`config.mk`:
```
export PLATFORM = sky130hd
export DESIGN_NAME = ledind_top
export DESIGN_NICKNAME = d
export VERILOG_FILES = /design/src/shared/ledind_pkg.sv /design/src/rtl/ledind_top.sv /design/src/rtl/ledind_blink.sv
export SDC_FILE = /design/constraint.sdc
export NUM_CORES = 1
export LEC_CHECK = 0
export BUFFER_PORTS_ARGS = -buffer_cell sky130_fd_sc_hd__buf_4
export CORE_MARGIN = 1
export CORE_UTILIZATION = 45
export DETAILED_ROUTE_END_ITERATION = 12
export PLACE_DENSITY = 0.69
export SETUP_SLACK_MARGIN = 0.15
export SYNTH_ARGS = -nofsm -noshare
export SYNTH_HDL_FRONTEND = slang
export SYNTH_SLANG_ARGS = --single-unit
```
`constraint.sdc`:
```
create_clock -name core_clk_in -period 2.4 [get_ports core_clk_in]
set_input_delay 0.24 -clock core_clk_in [delete_from_list [all_inputs] [get_ports core_clk_in]]
set_output_delay 0.24 -clock core_clk_in [all_outputs]
set_load 0.05 [all_outputs]
```
`src/shared/ledind_pkg.sv`:
```
package ledind_pkg;

  // Clock and blink timing
  localparam int unsigned CLK_KHZ        = 200000;
  localparam int unsigned BLINK_HALF_MS  = 500;
  localparam int unsigned BLINK_HALF_CYC = BLINK_HALF_MS * CLK_KHZ;

  // Sizes
  localparam int unsigned N_SLOTS  = 5;
  localparam int unsigned POOL_W   = 15;
  localparam int unsigned SEL_W    = 4;
  localparam int unsigned ADDR_W   = 8;
  localparam int unsigned DATA_W   = 32;
  localparam int unsigned CLR_W    = 3;

  // Register byte addresses
  localparam logic [ADDR_W-1:0] REG_CTRL   = 8'h00;
  localparam logic [ADDR_W-1:0] REG_INVERT = 8'h04;
  localparam logic [ADDR_W-1:0] REG_ASSIGN = 8'h08;
  localparam logic [ADDR_W-1:0] REG_STATUS = 8'h0c;
  localparam logic [ADDR_W-1:0] REG_ACKSW  = 8'h10;
  localparam logic [ADDR_W-1:0] REG_CAUSE  = 8'h14;

  // Control register fields
  localparam int unsigned CTRL_LATCH_BIT = 0;
  localparam int unsigned CTRL_ACT_LSB   = 4;
  localparam int unsigned CTRL_INACT_LSB = 8;
  localparam int unsigned CTRL_ACK_LSB   = 16;

  // Status register fields
  localparam int unsigned ST_COND_BIT  = 0;
  localparam int unsigned ST_LATCH_BIT = 1;
  localparam int unsigned ST_RED_BIT   = 2;
  localparam int unsigned ST_GREEN_BIT = 3;
  localparam int unsigned ST_PHASE_BIT = 4;
  localparam int unsigned ST_LIT_BIT   = 5;

  // Software acknowledge bit
  localparam int unsigned ACKSW_BIT = 0;

  // Selector value meaning "not assigned"
  localparam logic [SEL_W-1:0] SEL_NONE = 4'hf;

  // Colour codes
  localparam logic [CLR_W-1:0] CLR_OFF         = 3'h0;
  localparam logic [CLR_W-1:0] CLR_GREEN       = 3'h1;
  localparam logic [CLR_W-1:0] CLR_RED         = 3'h2;
  localparam logic [CLR_W-1:0] CLR_RED_FLASH   = 3'h3;
  localparam logic [CLR_W-1:0] CLR_GREEN_FLASH = 3'h4;

  // Reset values
  localparam logic [CLR_W-1:0]         RST_ACT_CLR   = CLR_RED_FLASH;
  localparam logic [CLR_W-1:0]         RST_INACT_CLR = CLR_OFF;
  localparam logic [N_SLOTS-1:0]       RST_INVERT    = 5'h00;
  localparam logic [SEL_W-1:0]         RST_SLOT0_SEL = 4'h0;
  localparam logic [SEL_W-1:0]         RST_ACK_SEL   = SEL_NONE;
  localparam logic [N_SLOTS*SEL_W-1:0] RST_ASSIGN    = 20'hffff0;

  // Register bus request
  typedef struct packed {
    logic [ADDR_W-1:0] addr;
    logic [DATA_W-1:0] wdata;
    logic              wr;
    logic              rd;
  } ledind_req_t;

  // LED drive
  typedef struct packed {
    logic red;
    logic green;
  } ledind_led_t;

endpackage

```
`src/rtl/ledind_top.sv`:
```
// Behaviour
// RL1: LED condition is OR of optionally inverted inputs
// RL2: Condition true shows active colour, default red flash
// RL3: Condition false shows inactive colour, default off
// RL4: Acknowledge ignored unless latching is enabled
// RL5: Acknowledge clears latch only once causes are gone
// RL6: Latched LED stays active until valid acknowledge
// RL7: Flash colours share one fixed blink phase
`timescale 1ns/100ps
module ledind_top #(
  parameter int unsigned N_SLOTS  = ledind_pkg::N_SLOTS,
  parameter int unsigned POOL_W   = ledind_pkg::POOL_W,
  parameter int unsigned HALF_CYC = ledind_pkg::BLINK_HALF_CYC
) (
  // Clock and reset
  input  wire logic                          core_clk_in,
  input  wire logic                          resetn_in,
  // Internal device signals to choose from
  input  wire logic [POOL_W-1:0]             pool_in,
  // Register port
  input  wire ledind_pkg::ledind_req_t       req_in,
  output logic [ledind_pkg::DATA_W-1:0]      rdata_out,
  // LED drive
  output ledind_pkg::ledind_led_t            led_out
);
  import ledind_pkg::*;

  localparam int unsigned ASG_W = N_SLOTS * SEL_W;

  if (N_SLOTS < 1 || ASG_W > DATA_W || N_SLOTS != ledind_pkg::N_SLOTS) begin : g_chk_slots
    $error("Slot count does not fit the register layout");
  end
  if (POOL_W < 1 || POOL_W >= (1 << SEL_W)) begin : g_chk_pool
    $error("Signal pool must be smaller than the selector range");
  end

  // Pick one pool signal; an unassigned or out of range selector gives zero
  function automatic logic pick(input logic [POOL_W-1:0] pool, input logic [SEL_W-1:0] sel);
    logic bit_v;
    bit_v = 1'b0;
    if (sel != SEL_NONE && int'(sel) < int'(POOL_W)) begin
      bit_v = pool[sel];
    end
    return bit_v;
  endfunction

  // Turn a colour code and blink phase into the two LED drives
  function automatic ledind_led_t drive(input logic [CLR_W-1:0] clr, input logic phase);
    ledind_led_t d;
    d = '0;
    case (clr)
      CLR_GREEN: begin
        d.green = 1'b1;
      end
      CLR_RED: begin
        d.red = 1'b1;
      end
      CLR_RED_FLASH: begin
        d.red = phase;
      end
      CLR_GREEN_FLASH: begin
        d.green = phase;
      end
      default: begin
        d = '0;
      end
    endcase
    return d;
  endfunction

  // Configuration registers
  logic                 latch_en_r;
  logic [CLR_W-1:0]     act_clr_r;
  logic [CLR_W-1:0]     inact_clr_r;
  logic [SEL_W-1:0]     ack_sel_r;
  logic [N_SLOTS-1:0]   invert_r;
  logic [ASG_W-1:0]     assign_r;

  // Block state
  logic                 latched_r;
  logic [N_SLOTS-1:0]   cause_r;
  logic                 ack_sw_r;
  ledind_led_t          led_r;
  logic [DATA_W-1:0]    rdata_r;

  logic [N_SLOTS-1:0]   slot_act;
  logic                 cond;
  logic                 ack_hw;
  logic                 ack;
  logic                 ack_ok;
  logic                 lit;
  logic                 phase;
  logic [CLR_W-1:0]     clr_sel;
  ledind_led_t          led_nxt;
  logic [DATA_W-1:0]    rdata_nxt;
  logic                 wr_ctrl;
  logic                 wr_invert;
  logic                 wr_assign;
  logic                 wr_acksw;

  ledind_blink #(
    .HALF_CYC (HALF_CYC)
  ) u_blink (
    .core_clk_in (core_clk_in),
    .resetn_in   (resetn_in),
    .phase_out   (phase)
  );

  // Write decode
  assign wr_ctrl   = req_in.wr && (req_in.addr == REG_CTRL);
  assign wr_invert = req_in.wr && (req_in.addr == REG_INVERT);
  assign wr_assign = req_in.wr && (req_in.addr == REG_ASSIGN);
  assign wr_acksw  = req_in.wr && (req_in.addr == REG_ACKSW);

  // Control register
  always_ff @(posedge core_clk_in or negedge resetn_in) begin
    if (!resetn_in) begin
      latch_en_r  <= 1'b0;
      act_clr_r   <= RST_ACT_CLR;
      inact_clr_r <= RST_INACT_CLR;
      ack_sel_r   <= RST_ACK_SEL;
    end else if (wr_ctrl) begin
      latch_en_r  <= req_in.wdata[CTRL_LATCH_BIT];
      act_clr_r   <= req_in.wdata[CTRL_ACT_LSB +: CLR_W];
      inact_clr_r <= req_in.wdata[CTRL_INACT_LSB +: CLR_W];
      ack_sel_r   <= req_in.wdata[CTRL_ACK_LSB +: SEL_W];
    end
  end

  // Inversion mask, not inverted after reset
  always_ff @(posedge core_clk_in or negedge resetn_in) begin
    if (!resetn_in) begin
      invert_r <= RST_INVERT;
    end else if (wr_invert) begin
      invert_r <= req_in.wdata[N_SLOTS-1:0];
    end
  end

  // Signal assignment per slot
  always_ff @(posedge core_clk_in or negedge resetn_in) begin
    if (!resetn_in) begin
      assign_r <= RST_ASSIGN;
    end else if (wr_assign) begin
      assign_r <= req_in.wdata[ASG_W-1:0];
    end
  end

  // Software acknowledge is a one-cycle pulse
  always_ff @(posedge core_clk_in or negedge resetn_in) begin
    if (!resetn_in) begin
      ack_sw_r <= 1'b0;
    end else begin
      ack_sw_r <= wr_acksw && req_in.wdata[ACKSW_BIT];
    end
  end

  // Inputs come from logic on this clock, so no synchroniser is needed
  always_comb begin
    slot_act = '0;
    for (int i = 0; i < int'(N_SLOTS); i++) begin
      if (assign_r[i*SEL_W +: SEL_W] != SEL_NONE) begin
        slot_act[i] = pick(pool_in, assign_r[i*SEL_W +: SEL_W]) ^ invert_r[i]; // RL1
      end
    end
  end

  assign cond   = |slot_act; // RL1
  assign ack_hw = pick(pool_in, ack_sel_r);
  assign ack    = ack_hw | ack_sw_r;
  // Holding acknowledge does not clear while any cause is still present
  assign ack_ok = latch_en_r && ack && !cond; // RL4 RL5

  // Latch; a fresh pickup in the acknowledge cycle wins over the clear
  always_ff @(posedge core_clk_in or negedge resetn_in) begin
    if (!resetn_in) begin
      latched_r <= 1'b0;
    end else if (!latch_en_r) begin
      latched_r <= 1'b0; // RL4
    end else if (cond) begin
      latched_r <= 1'b1; // RL6
    end else if (ack_ok) begin
      latched_r <= 1'b0; // RL5
    end
  end

  // Slots that took part in the pickup, kept for software
  always_ff @(posedge core_clk_in or negedge resetn_in) begin
    if (!resetn_in) begin
      cause_r <= '0;
    end else if (!latch_en_r) begin
      cause_r <= '0;
    end else if (ack_ok) begin
      cause_r <= '0;
    end else begin
      cause_r <= cause_r | slot_act;
    end
  end

  assign lit     = cond || (latch_en_r && latched_r); // RL6
  assign clr_sel = lit ? act_clr_r : inact_clr_r; // RL2 RL3
  assign led_nxt = drive(clr_sel, phase); // RL7

  // LED drive is registered, one cycle behind the condition
  always_ff @(posedge core_clk_in or negedge resetn_in) begin
    if (!resetn_in) begin
      led_r <= '0;
    end else begin
      led_r <= led_nxt;
    end
  end

  // Read mux; unmapped addresses read zero
  always_comb begin
    rdata_nxt = '0;
    case (req_in.addr)
      REG_CTRL: begin
        rdata_nxt[CTRL_LATCH_BIT]            = latch_en_r;
        rdata_nxt[CTRL_ACT_LSB +: CLR_W]     = act_clr_r;
        rdata_nxt[CTRL_INACT_LSB +: CLR_W]   = inact_clr_r;
        rdata_nxt[CTRL_ACK_LSB +: SEL_W]     = ack_sel_r;
      end
      REG_INVERT: begin
        rdata_nxt[N_SLOTS-1:0] = invert_r;
      end
      REG_ASSIGN: begin
        rdata_nxt[ASG_W-1:0] = assign_r;
      end
      REG_STATUS: begin
        rdata_nxt[ST_COND_BIT]  = cond;
        rdata_nxt[ST_LATCH_BIT] = latched_r;
        rdata_nxt[ST_RED_BIT]   = led_r.red;
        rdata_nxt[ST_GREEN_BIT] = led_r.green;
        rdata_nxt[ST_PHASE_BIT] = phase;
        rdata_nxt[ST_LIT_BIT]   = lit;
      end
      REG_CAUSE: begin
        rdata_nxt[N_SLOTS-1:0] = cause_r;
      end
      default: begin
        rdata_nxt = '0;
      end
    endcase
  end

  // Read data stands only in the cycle after the strobe
  always_ff @(posedge core_clk_in or negedge resetn_in) begin
    if (!resetn_in) begin
      rdata_r <= '0;
    end else if (req_in.rd) begin
      rdata_r <= rdata_nxt;
    end else begin
      rdata_r <= '0;
    end
  end

  assign rdata_out = rdata_r;
  assign led_out   = led_r;

endmodule

```
`src/rtl/ledind_blink.sv`:
```
`timescale 1ns/100ps
module ledind_blink #(
  parameter int unsigned HALF_CYC = ledind_pkg::BLINK_HALF_CYC
) (
  // Clock and reset
  input  wire logic core_clk_in,
  input  wire logic resetn_in,
  // Phase
  output logic      phase_out
);
  import ledind_pkg::*;

  localparam int unsigned CNT_W = (HALF_CYC > 1) ? $clog2(HALF_CYC) : 1;
  localparam logic [CNT_W-1:0] CNT_LAST = CNT_W'(HALF_CYC - 1);

  if (HALF_CYC < 1) begin : g_chk
    $error("Blink half period must be at least one cycle");
  end

  logic [CNT_W-1:0] cnt_r;
  logic             phase_r;

  // One shared phase, so both flash colours blink in step
  always_ff @(posedge core_clk_in or negedge resetn_in) begin
    if (!resetn_in) begin
      cnt_r   <= '0;
      phase_r <= 1'b0;
    end else if (cnt_r == CNT_LAST) begin
      cnt_r   <= '0;
      phase_r <= ~phase_r; // RL7
    end else begin
      cnt_r <= cnt_r + CNT_W'(1);
    end
  end

  assign phase_out = phase_r;

endmodule

```
==> flow_summary.json, run 1 <==
{
  "dieArea_um2": 12000,
  "r2r_setup_slack_ps": -230,
  "hold_end": "assign_r[3]",
  "num_rows": 38,
  "top_usage_layer": "met2",
  "total_power_mw": 3.65,
  "synth_ff_type": "dfrtp_1",
  "drv_slew": 0,
  "worstSetupPathType": "flop to flop",
  "outcome": "finished, violations left",
  "wl_per_cell_um": 17.6,
  "area_growth_pct": 22.3,
  "synth_top_area_frac": 0.341,
  "drive_gt1_frac": 0.345,
  "die_x_um": 110,
  "met3_usage": 0.0338,
  "synthTopCellsByArea": "dfrtp_1 (34%), dfstp_2 (11%), mux2i_1 (7.1%), mux4_2 (4.7%), mux2_2 (4.3%)",
  "track_usage": 0.227,
  "max_slew_margin": 0.612,
  "power.density_nw_per_um2": 573,
  "remaining_drc_errors": 0,
  "min-delay-start": "req_in[5]",
  "min_path_cells": 3,
  "place_hpwl_um": 9050,
  "diodes": 0,
  "synth_cells": 466,
  "path_clk_slew_ps": 60,
  "finalSetupTns_ps": -1490,
  "route.vias.total": 3881,
  "routabilityCongestion": 0.808,
  "final-hold-violation-count": 0,
  "skew_ps": 10.5,
  "irDropWorstVdd_mv": 0.289,
  "violations": "negative setup slack",
  "avgSynthCellArea_um2": 11.2,
  "cts_made_buffers": 9,
  "drt_wl_total_um": 12400,
  "worstReg2RegEnd": "cause_r[3]",
  "grt_pass1_wl_um": 20400,
  "root_buffer": "clkbuf_16",
  "ys_warn_count": 0,
  "p_leak_nw": 2.88,
  "clk_latency_ps": 350,
  "endpoint_kind": "flop",
  "antenna_left": 0,
  "die_y_um": 110,
  "hold_class": "input port to flop",
  "ys_async_sr_fraction": 1.00,
  "arrival_ps": 2870,
  "grt_overflow": 0,
  "yosysUniqueCellTypes": 61,
  "antenna_found_initial": 0,
  "use_met2": 0.383,
  "period_share": 1.10,
  "crit_path_cell_trace": "mux2i_1 -> mux4_2 -> xnor2_1 -> a221oi_2 -> nand2_2 -> or4_4 -> and3_1",
  "routed_via_density": 5.53,
  "cts.sinks": 93,
  "timing.rr.start": "assign_r[9]",
  "use_met1": 0.291,
  "path_delay_family": "simple AND/OR/NAND/NOR gates",
  "grt_pass1_vias": 4006,
  "drt_pass1_iterations": 4,
  "tightest_slew_ps": 582,
  "finalWorstSetupSlack_ps": -233,
  "finalNetCount": 617,
  "fmax_ghz": 0.380,
  "synth_top_area_cell": "dfrtp_1",
  "rr_worst_depth": 7,
  "ys_ff_latch": 93,
  "rsz0062_at_grt": "yes",
  "seq_area_frac_synth": 0.451,
  "synth_enable_flop_cells": 0,
  "detail_route.iter0.violations": 211,
  "setup_viol": 10,
  "max-cap-violations": 0,
  "netlist_area_um2": 5220,
  "cp-start-kind": "flop",
  "fp.coreArea_um2": 11100,
  "fin_crit_ps": 2630,
  "ioPinCount": 93,
  "port_buffers": 68,
  "crit_required_ps": 2630,
  "final_core_util": 0.576,
  "htree_levels": 3,
  "clockBufferDepth": 2,
  "cts_tree": "yes",
  "slowest_stage": "dfstp_2",
  "start_util": 0.471,
  "path_buf_inv": 0,
  "slowest_delay_ps": 610,
  "critPathMaxFanout": 6,
  "grt_max_degree": 50
}
power by group:
| group | internal [mW] | leakage, nW | switching (mW) |
|---|---|---|---|
| clock | 0.849 | 0.148 | 0.627 |
| sequential | 1.62 | 1.20 | 0.0554 |
| combinational | 0.241 | 1.54 | 0.262 |
| total | 2.71 | 2.88 | 0.944 |
cells in the mapped netlist, types with 2 or more instances:
cell,number
a21boi_0,2
a21oi_1,7
a221oi_2,2
a22o_1,8
a22oi_1,6
and2_1,11
and3_1,3
and4_1,2
buf_1,3
buf_2,6
buf_4,13
buf_6,3
clkbuf_1,11
dfrtp_1,71
dfstp_2,22
inv_1,5
mux2_1,19
mux2_2,20
mux2i_1,37
mux4_2,11
nand2_1,31
nand2b_1,8
nand3_1,19
nand3b_1,7
nand4_1,6
nor2_1,39
nor2b_1,5
nor3_1,7
nor4_2,2
nor4b_1,2
o211a_1,3
o211ai_1,2
o21ai_0,10
o22ai_1,4
o31ai_1,2
or2_2,2
or2b_1,2
or3_1,3
xnor2_1,14
xor2_1,15
worst max-delay path by stage:
stage | from | end | slack [ps] | cells past startpoint
3_3_place_gp | assign_r[9] | cause_r[3] | -150 | 7
6_report | assign_r[9] | cause_r[3] | -230 | 7
4_1_cts | assign_r[9] | cause_r[3] | -210 | 7
2_1_floorplan | assign_r[9] | cause_r[0] | -130 | 8
3_5_place_dp | assign_r[9] | cause_r[0] | -220 | 7
5_1_grt | assign_r[9] | cause_r[0] | -330 | 7
final cells by class:
cell class | instances | area (um^2)
Fill cell | 952 | 4700
Inverter | 5 | 18.8
Tap cell | 140 | 175
Clock buffer | 11 | 243
Clock inverter | 5 | 66.3
Multi-Input combinational cell | 343 | 2720
Sequential cell | 93 | 2360
Timing Repair Buffer | 105 | 807
state kept, by name, indices dropped and copies added (netlist names):
signal / count
assign_r: 20
rdata_out: 20
latch_en_r: 1
invert_r: 5
cause_r: 5
u_blink.cnt_r: 27
led_out: 2
ack_sel_r: 4
u_blink.phase_out: 1
latched_r: 1
inact_clr_r: 3
ack_sw_r: 1
act_clr_r: 3
per-stage QoR:
| step | instance area, um^2 | cells | hold slack (ps) | setup slack, ps |
|---|---|---|---|---|
| global route | 6380 | 702 | 116 | -331 |
| global placement | 6000 | 683 | 279 | -146 |
| CTS | 6350 | 701 | 102 | -213 |
| detailed placement | 6000 | 683 | 284 | -220 |
| finish | 6380 | 702 | 108 | -233 |
| floorplan | 5260 | 477 | -55.6 | -133 |
worst reg2reg max path, cell delays in order, from the launching register on:
cell and delay (ps):
dfstp_2 610, mux2i_1 100, mux4_2 490, xnor2_1 150, a221oi_2 320, nand2_2 140, or4_4 530, and3_1 190
cells by family (layout without fill, tap and decap cells):
logic type	count (synthesis)	count (layout)	share of synthesized area
AND/OR/NAND/NOR	156	156	0.160
AO/OA/AOI/OAI	57	57	0.0868
other	1	12	0.000719
flip-flops	93	93	0.451
adder cells (fa/ha/maj)	1	1	0.00240
multiplexers	88	88	0.205
buffers and inverters	41	126	0.0446
XOR/XNOR	29	29	0.0487
timing repair:
action / CTS / global route
gates resized for setup: 4 / 6
setup buffers: 1 / 1
hold endpoints to repair: 28 / 0
endpoints found under the setup margin: 11 / 12
pin swaps: 1 / 2
gates cloned: 0 / 0
hold buffers: 1 / 0
layout by cell type, fill, tap and decap left out, types with 8 or more instances in the layout:
master     Yosys  routed
a22o_1         8       8
and2_1        11      11
buf_4         13     102
clkbuf_16      0       9
conb_1         1      12
dfrtp_1       71      70
dfstp_2       22      22
mux2_1        19      18
mux2_2        20      20
mux2i_1       37      37
mux4_2        11      11
nand2_1       31      30
nand2b_1       8       8
nand3_1       19      19
nor2_1        39      38
o21ai_0       10      10
xnor2_1       14      14
xor2_1        15      15
layer usage:
metal,part of all wire,routed length (um)
met1,0.44,5400
met2,0.51,6330
met3,0.032,401
met4,0.021,257
met5,0,0
Power figures use the tool's default switching activity.
==> run 2, diff against run 1 <==
Settings changed: CORE_ASPECT_RATIO set to 1.75, CORE_UTILIZATION 45 to 31, PLACE_DENSITY 0.69 to not set.
==> run 2 against run 1 <==
Compared with the run above: the flow still finishes with violations (negative setup slack); routed wire length up 13%; via count up 3.8%; flip-flop and latch count unchanged; worst setup slack better by 49 ps; die area up 44%; combinational power up 4.8%.
==> flow_summary.json, run 2 (same netlist as run 1, synthesis figures left out) <==
{
  "violations": "negative setup slack",
  "root_buffer": "clkbuf_16",
  "tightest_slew_ps": 521,
  "period_share": 1.08,
  "die_y_um": 174,
  "antenna_found_initial": 1,
  "grt_overflow": 0,
  "critPathMaxFanout": 6,
  "route.vias.total": 4030,
  "hold_class": "input port to flop",
  "remaining_drc_errors": 0,
  "wl_per_cell_um": 17.5,
  "max_slew_margin": 0.652,
  "detail_route.iter0.violations": 165,
  "cts_tree": "yes",
  "track_usage": 0.169,
  "crit_required_ps": 2650,
  "grt_pass1_wl_um": 22100,
  "routabilityCongestion": 0.811,
  "fp.coreArea_um2": 16400,
  "path_delay_family": "simple AND/OR/NAND/NOR gates",
  "path_clk_slew_ps": 70,
  "outcome": "finished, violations left",
  "drive_gt1_frac": 0.362,
  "drt_wl_total_um": 14000,
  "endpoint_kind": "flop",
  "htree_levels": 3,
  "num_rows": 62,
  "final_cell_mix": "buf_4 (114), dfrtp_1 (70), nor2_1 (37), mux2i_1 (37), nand2_1 (30)",
  "setup_viol": 9,
  "irDropWorstVdd_mv": 0.313,
  "fin_crit_ps": 2580,
  "wl_met2_um": 8130,
  "power.density_nw_per_um2": 564,
  "finalNetCount": 630,
  "largest_reg_flops": 27,
  "hold_slack_ps": 90.1,
  "clk_latency_ps": 360,
  "crit_path_cell_trace": "mux2i_1 -> mux4_2 -> xnor2_1 -> a221oi_2 -> nand2_2 -> or4_4 -> and3_4",
  "path_buf_inv": 0,
  "finalWorstSetupSlack_ps": -184,
  "max-cap-violations": 0,
  "routedLengthMet1_um": 5020,
  "max_flop_register": "u_blink.cnt_r",
  "die_x_um": 100,
  "port_buffers": 68,
  "slowest_stage": "dfstp_2",
  "start_util": 0.317,
  "grt_pass1_vias": 4323,
  "skew_ps": 8.65,
  "final_common_cell": "buf_4",
  "cp-start-kind": "flop",
  "worstSetupPathType": "flop to flop",
  "dp.cells": 779,
  "place_hpwl_um": 10700,
  "p_leak_nw": 2.93,
  "cts_made_buffers": 9,
  "drt_pass1_iterations": 4,
  "clockBufferDepth": 2,
  "fmax_ghz": 0.387,
  "arrival_ps": 2830,
  "dieArea_um2": 17400,
  "drv_slew": 0,
  "cts.sinks": 93,
  "final_cell_count_no_fill": 800,
  "slowest_delay_ps": 610,
  "antenna_left": 0,
  "rsz0062_at_grt": "yes",
  "met3_length_um": 419,
  "grt_max_degree": 38,
  "final-hold-violation-count": 0,
  "dpl_worst_slack_ps": -173,
  "routed_via_density": 5.04,
  "ioPinCount": 93,
  "dr.max_layer_used": "met4",
  "area_growth_pct": 26.6,
  "final_core_util": 0.402
}
-- run 2: metal layers --
| metal | global-route usage | vias to the layer above |
|---|---|---|
| li1 | - | 1859 |
| met1 | 0.166 | 2048 |
| met2 | 0.327 | 90 |
| met3 | 0.0315 | 33 |
| met4 | 0.0833 | 0 |
| met5 | 0 | - |
-- run 2: layout make-up --
type,count,area [um^2]
Antenna cell,1,2.50
Clock buffer,9,225
Clock inverter,7,91.3
Fill cell,1671,9840
Inverter,5,18.8
Multi-Input combinational cell,343,2710
Sequential cell,93,2360
Tap cell,224,280
Timing Repair Buffer,118,926
-- run 2: repair_timing --
action | 4_1_cts | 5_1_grt
hold buffers | 1 | 0
buffers inserted | 2 | 1
hold endpoints to repair | 29 | 0
endpoints found under the setup margin | 10 | 13
pin swaps | 2 | 3
resized for setup | 6 | 3
-- run 2: final timing paths --
check	start	end	slack, ps	depth (start not counted)
worst max-delay path	assign_r[9]	cause_r[3]	-180	7
worst min-delay path	req_in[13]	assign_r[11]	90	3
worst max register to register	assign_r[9]	cause_r[3]	-180	7
worst min register to register	u_blink.cnt_r[4]	u_blink.cnt_r[4]	480	1
max in group asynchronous	resetn_in	act_clr_r[1]	1300	3
min in group asynchronous	resetn_in	u_blink.cnt_r[3]	390	2
-- run 2: power breakdown --
part / internal, mW / total (mW) / switching (mW)
clock network: 0.833 / 1.52 / 0.690
registers: 1.62 / 1.67 / 0.0547
logic: 0.255 / 0.527 / 0.272
total: 2.71 / 3.72 / 1.02
-- run 2: stage by stage --
stage / area [um^2] / TNS [ps] / power (mW)
3_3_place_gp: 6220 / -742 / 2.20
4_1_cts: 6580 / -862 / 3.76
6_report: 6610 / -965 / 3.72
3_5_place_dp: 6220 / -979 / 2.21
2_1_floorplan: 5260 / -644 / 1.99
5_1_grt: 6610 / -1840 / 3.86
-- run 2: tightest hold or removal path, delay by kind of cell --
family,cells,cell delay (ps)
buffers and inverters,1,80
AO/OA/AOI/OAI,1,60
AND/OR/NAND/NOR,1,30
==> run 3, diff against run 2 <==
Settings changed: PLACE_DENSITY set to 0.54.
==> run 3 against run 2 <==
Compared with the run above: the run still ends with negative setup slack left; count of clock-buffer cells in the layout did not move; sequential power barely moved; worst hold slack improved by 16 ps; register-to-register slack barely moved; combinational power fell by 0.9%; flip-flop and latch count did not move; critical path depth did not move; via count fell by 1.2%; critical endpoint is now cause_r[0]; cell area fell by 0.64%; non-clock buffer count fell by 5.
==> flow_summary.json, run 3 (same netlist as run 1, synthesis figures left out) <==
{
  "skew_ps": 5.88,
  "largest_reg_flops": 27,
  "power.density_nw_per_um2": 555,
  "regArea_um2": 2360,
  "violations": "negative setup slack",
  "arrival_ps": 2820,
  "met3_usage": 0.0371,
  "endpoint_kind": "flop",
  "num_rows": 62,
  "start_util": 0.317,
  "route.vias.total": 3980,
  "use_met1": 0.174,
  "drv_slew": 0,
  "irDropWorstVdd_mv": 0.234,
  "slowest_delay_ps": 620,
  "die_y_um": 174,
  "final_cell_count_no_fill": 794,
  "htree_levels": 3,
  "wl_per_cell_um": 17.4,
  "diodes": 0,
  "port_buffers": 68,
  "dp.cells": 775,
  "worstSetupPathType": "flop to flop",
  "antenna_found_initial": 0,
  "hold_class": "input port to flop",
  "rr_worst_depth": 7,
  "outcome": "finished, violations left",
  "drt_wl_total_um": 13800,
  "place_area_um2": 6190,
  "crit_required_ps": 2640,
  "critPathLaunch": "assign_r[9]",
  "clockBufferDepth": 2,
  "slowest_stage": "dfstp_2",
  "fin_crit_ps": 2580,
  "top_usage_layer": "met2",
  "final_core_util": 0.399,
  "worstReg2RegEnd": "cause_r[0]",
  "finalWorstSetupSlack_ps": -180,
  "setup_viol": 9,
  "dpl_worst_slack_ps": -195,
  "multi_input_area_um2": 2720,
  "detail_route.iter0.violations": 145,
  "grt_overflow": 0,
  "hold_end": "assign_r[11]",
  "finalNetCount": 625,
  "grt_pass1_wl_um": 22300,
  "max_flop_register": "u_blink.cnt_r",
  "routed_via_density": 5.01,
  "max-cap-violations": 0,
  "cts.sinks": 93,
  "path_clk_slew_ps": 70,
  "final_cell_mix": "buf_4 (108), dfrtp_1 (70), nor2_1 (38)",
  "final-hold-violation-count": 0,
  "max_slew_margin": 0.549,
  "timing.rr.start": "assign_r[9]",
  "period_share": 1.07,
  "grt_pass1_vias": 4227,
  "cp-start-kind": "flop",
  "dieArea_um2": 17400,
  "min-delay-start": "req_in[13]",
  "hold_slack_ps": 106,
  "grt_max_degree": 51,
  "drive_gt1_frac": 0.358,
  "p_leak_nw": 2.93,
  "tightest_slew_ps": 676,
  "final_common_cell": "buf_4",
  "die_x_um": 100,
  "fp.coreArea_um2": 16400,
  "design_area_um2": 6560,
  "finalSetupTns_ps": -963,
  "cts_made_buffers": 9,
  "area_growth_pct": 25.8,
  "routabilityCongestion": 0.833,
  "crit_path_cell_trace": "mux2i_1 -> mux4_2 -> xnor2_1 -> a221oi_2 -> nand2_2 -> or4_4 -> and3_1",
  "drt_pass1_iterations": 4,
  "place_hpwl_um": 10600,
  "cts_tree": "yes",
  "total_power_mw": 3.65,
  "root_buffer": "clkbuf_16",
  "min_path_cells": 3,
  "fill_cells": 1624,
  "path_buf_inv": 0,
  "use_met2": 0.323,
  "track_usage": 0.170,
  "rsz0062_at_grt": "yes",
  "clk_latency_ps": 350,
  "fmax_ghz": 0.388,
  "r2r_setup_slack_ps": -180,
  "critPathMaxFanout": 6,
  "remaining_drc_errors": 0,
  "ioPinCount": 93,
  "path_delay_family": "simple AND/OR/NAND/NOR gates",
  "antenna_left": 0
}
## run 3: metal layers
layer	up-vias	part of all wire
met3	27	0.038
li1	1850	-
met4	0	0.033
met2	95	0.57
met1	2008	0.36
met5	-	0
## run 3: where the power goes
group | total [mW] | switching (mW) | internal [mW]
logic | 0.522 | 0.272 | 0.251
registers | 1.67 | 0.0548 | 1.62
clock network | 1.45 | 0.635 | 0.815
total | 3.65 | 0.961 | 2.68
## run 3: what timing repair did
item	CTS	global route
endpoints found under the setup margin	10	12
hold buffers	1	0
buffers inserted	1	1
hold endpoints to repair	37	0
cloned	0	0
pin swaps	1	3
gates resized for setup	6	6
## run 3: layout make-up
type,instances,share of cell area
Clock buffer,9,0.0343
Clock inverter,7,0.0112
Inverter,5,0.00286
Multi-Input combinational cell,343,0.414
Sequential cell,93,0.359
Tap cell,224,0.0427
Timing Repair Buffer,113,0.136
## run 3: how the worst max path moves through the flow
stage	end	slack (ps)	cells after the start
finish	cause_r[0]	-180	7
global route	cause_r[0]	-300	7
CTS	cause_r[0]	-190	7
detailed placement	cause_r[0]	-190	7
global placement	cause_r[3]	-150	7
floorplan	cause_r[0]	-130	8
## run 3: worst register-to-register path, stage by stage, from the launching register on
cell      delay, ps
dfstp_2         620
mux2i_1         110
mux4_2          470
xnor2_1         150
a221oi_2        280
nand2_2         130
or4_4           530
and3_1          190
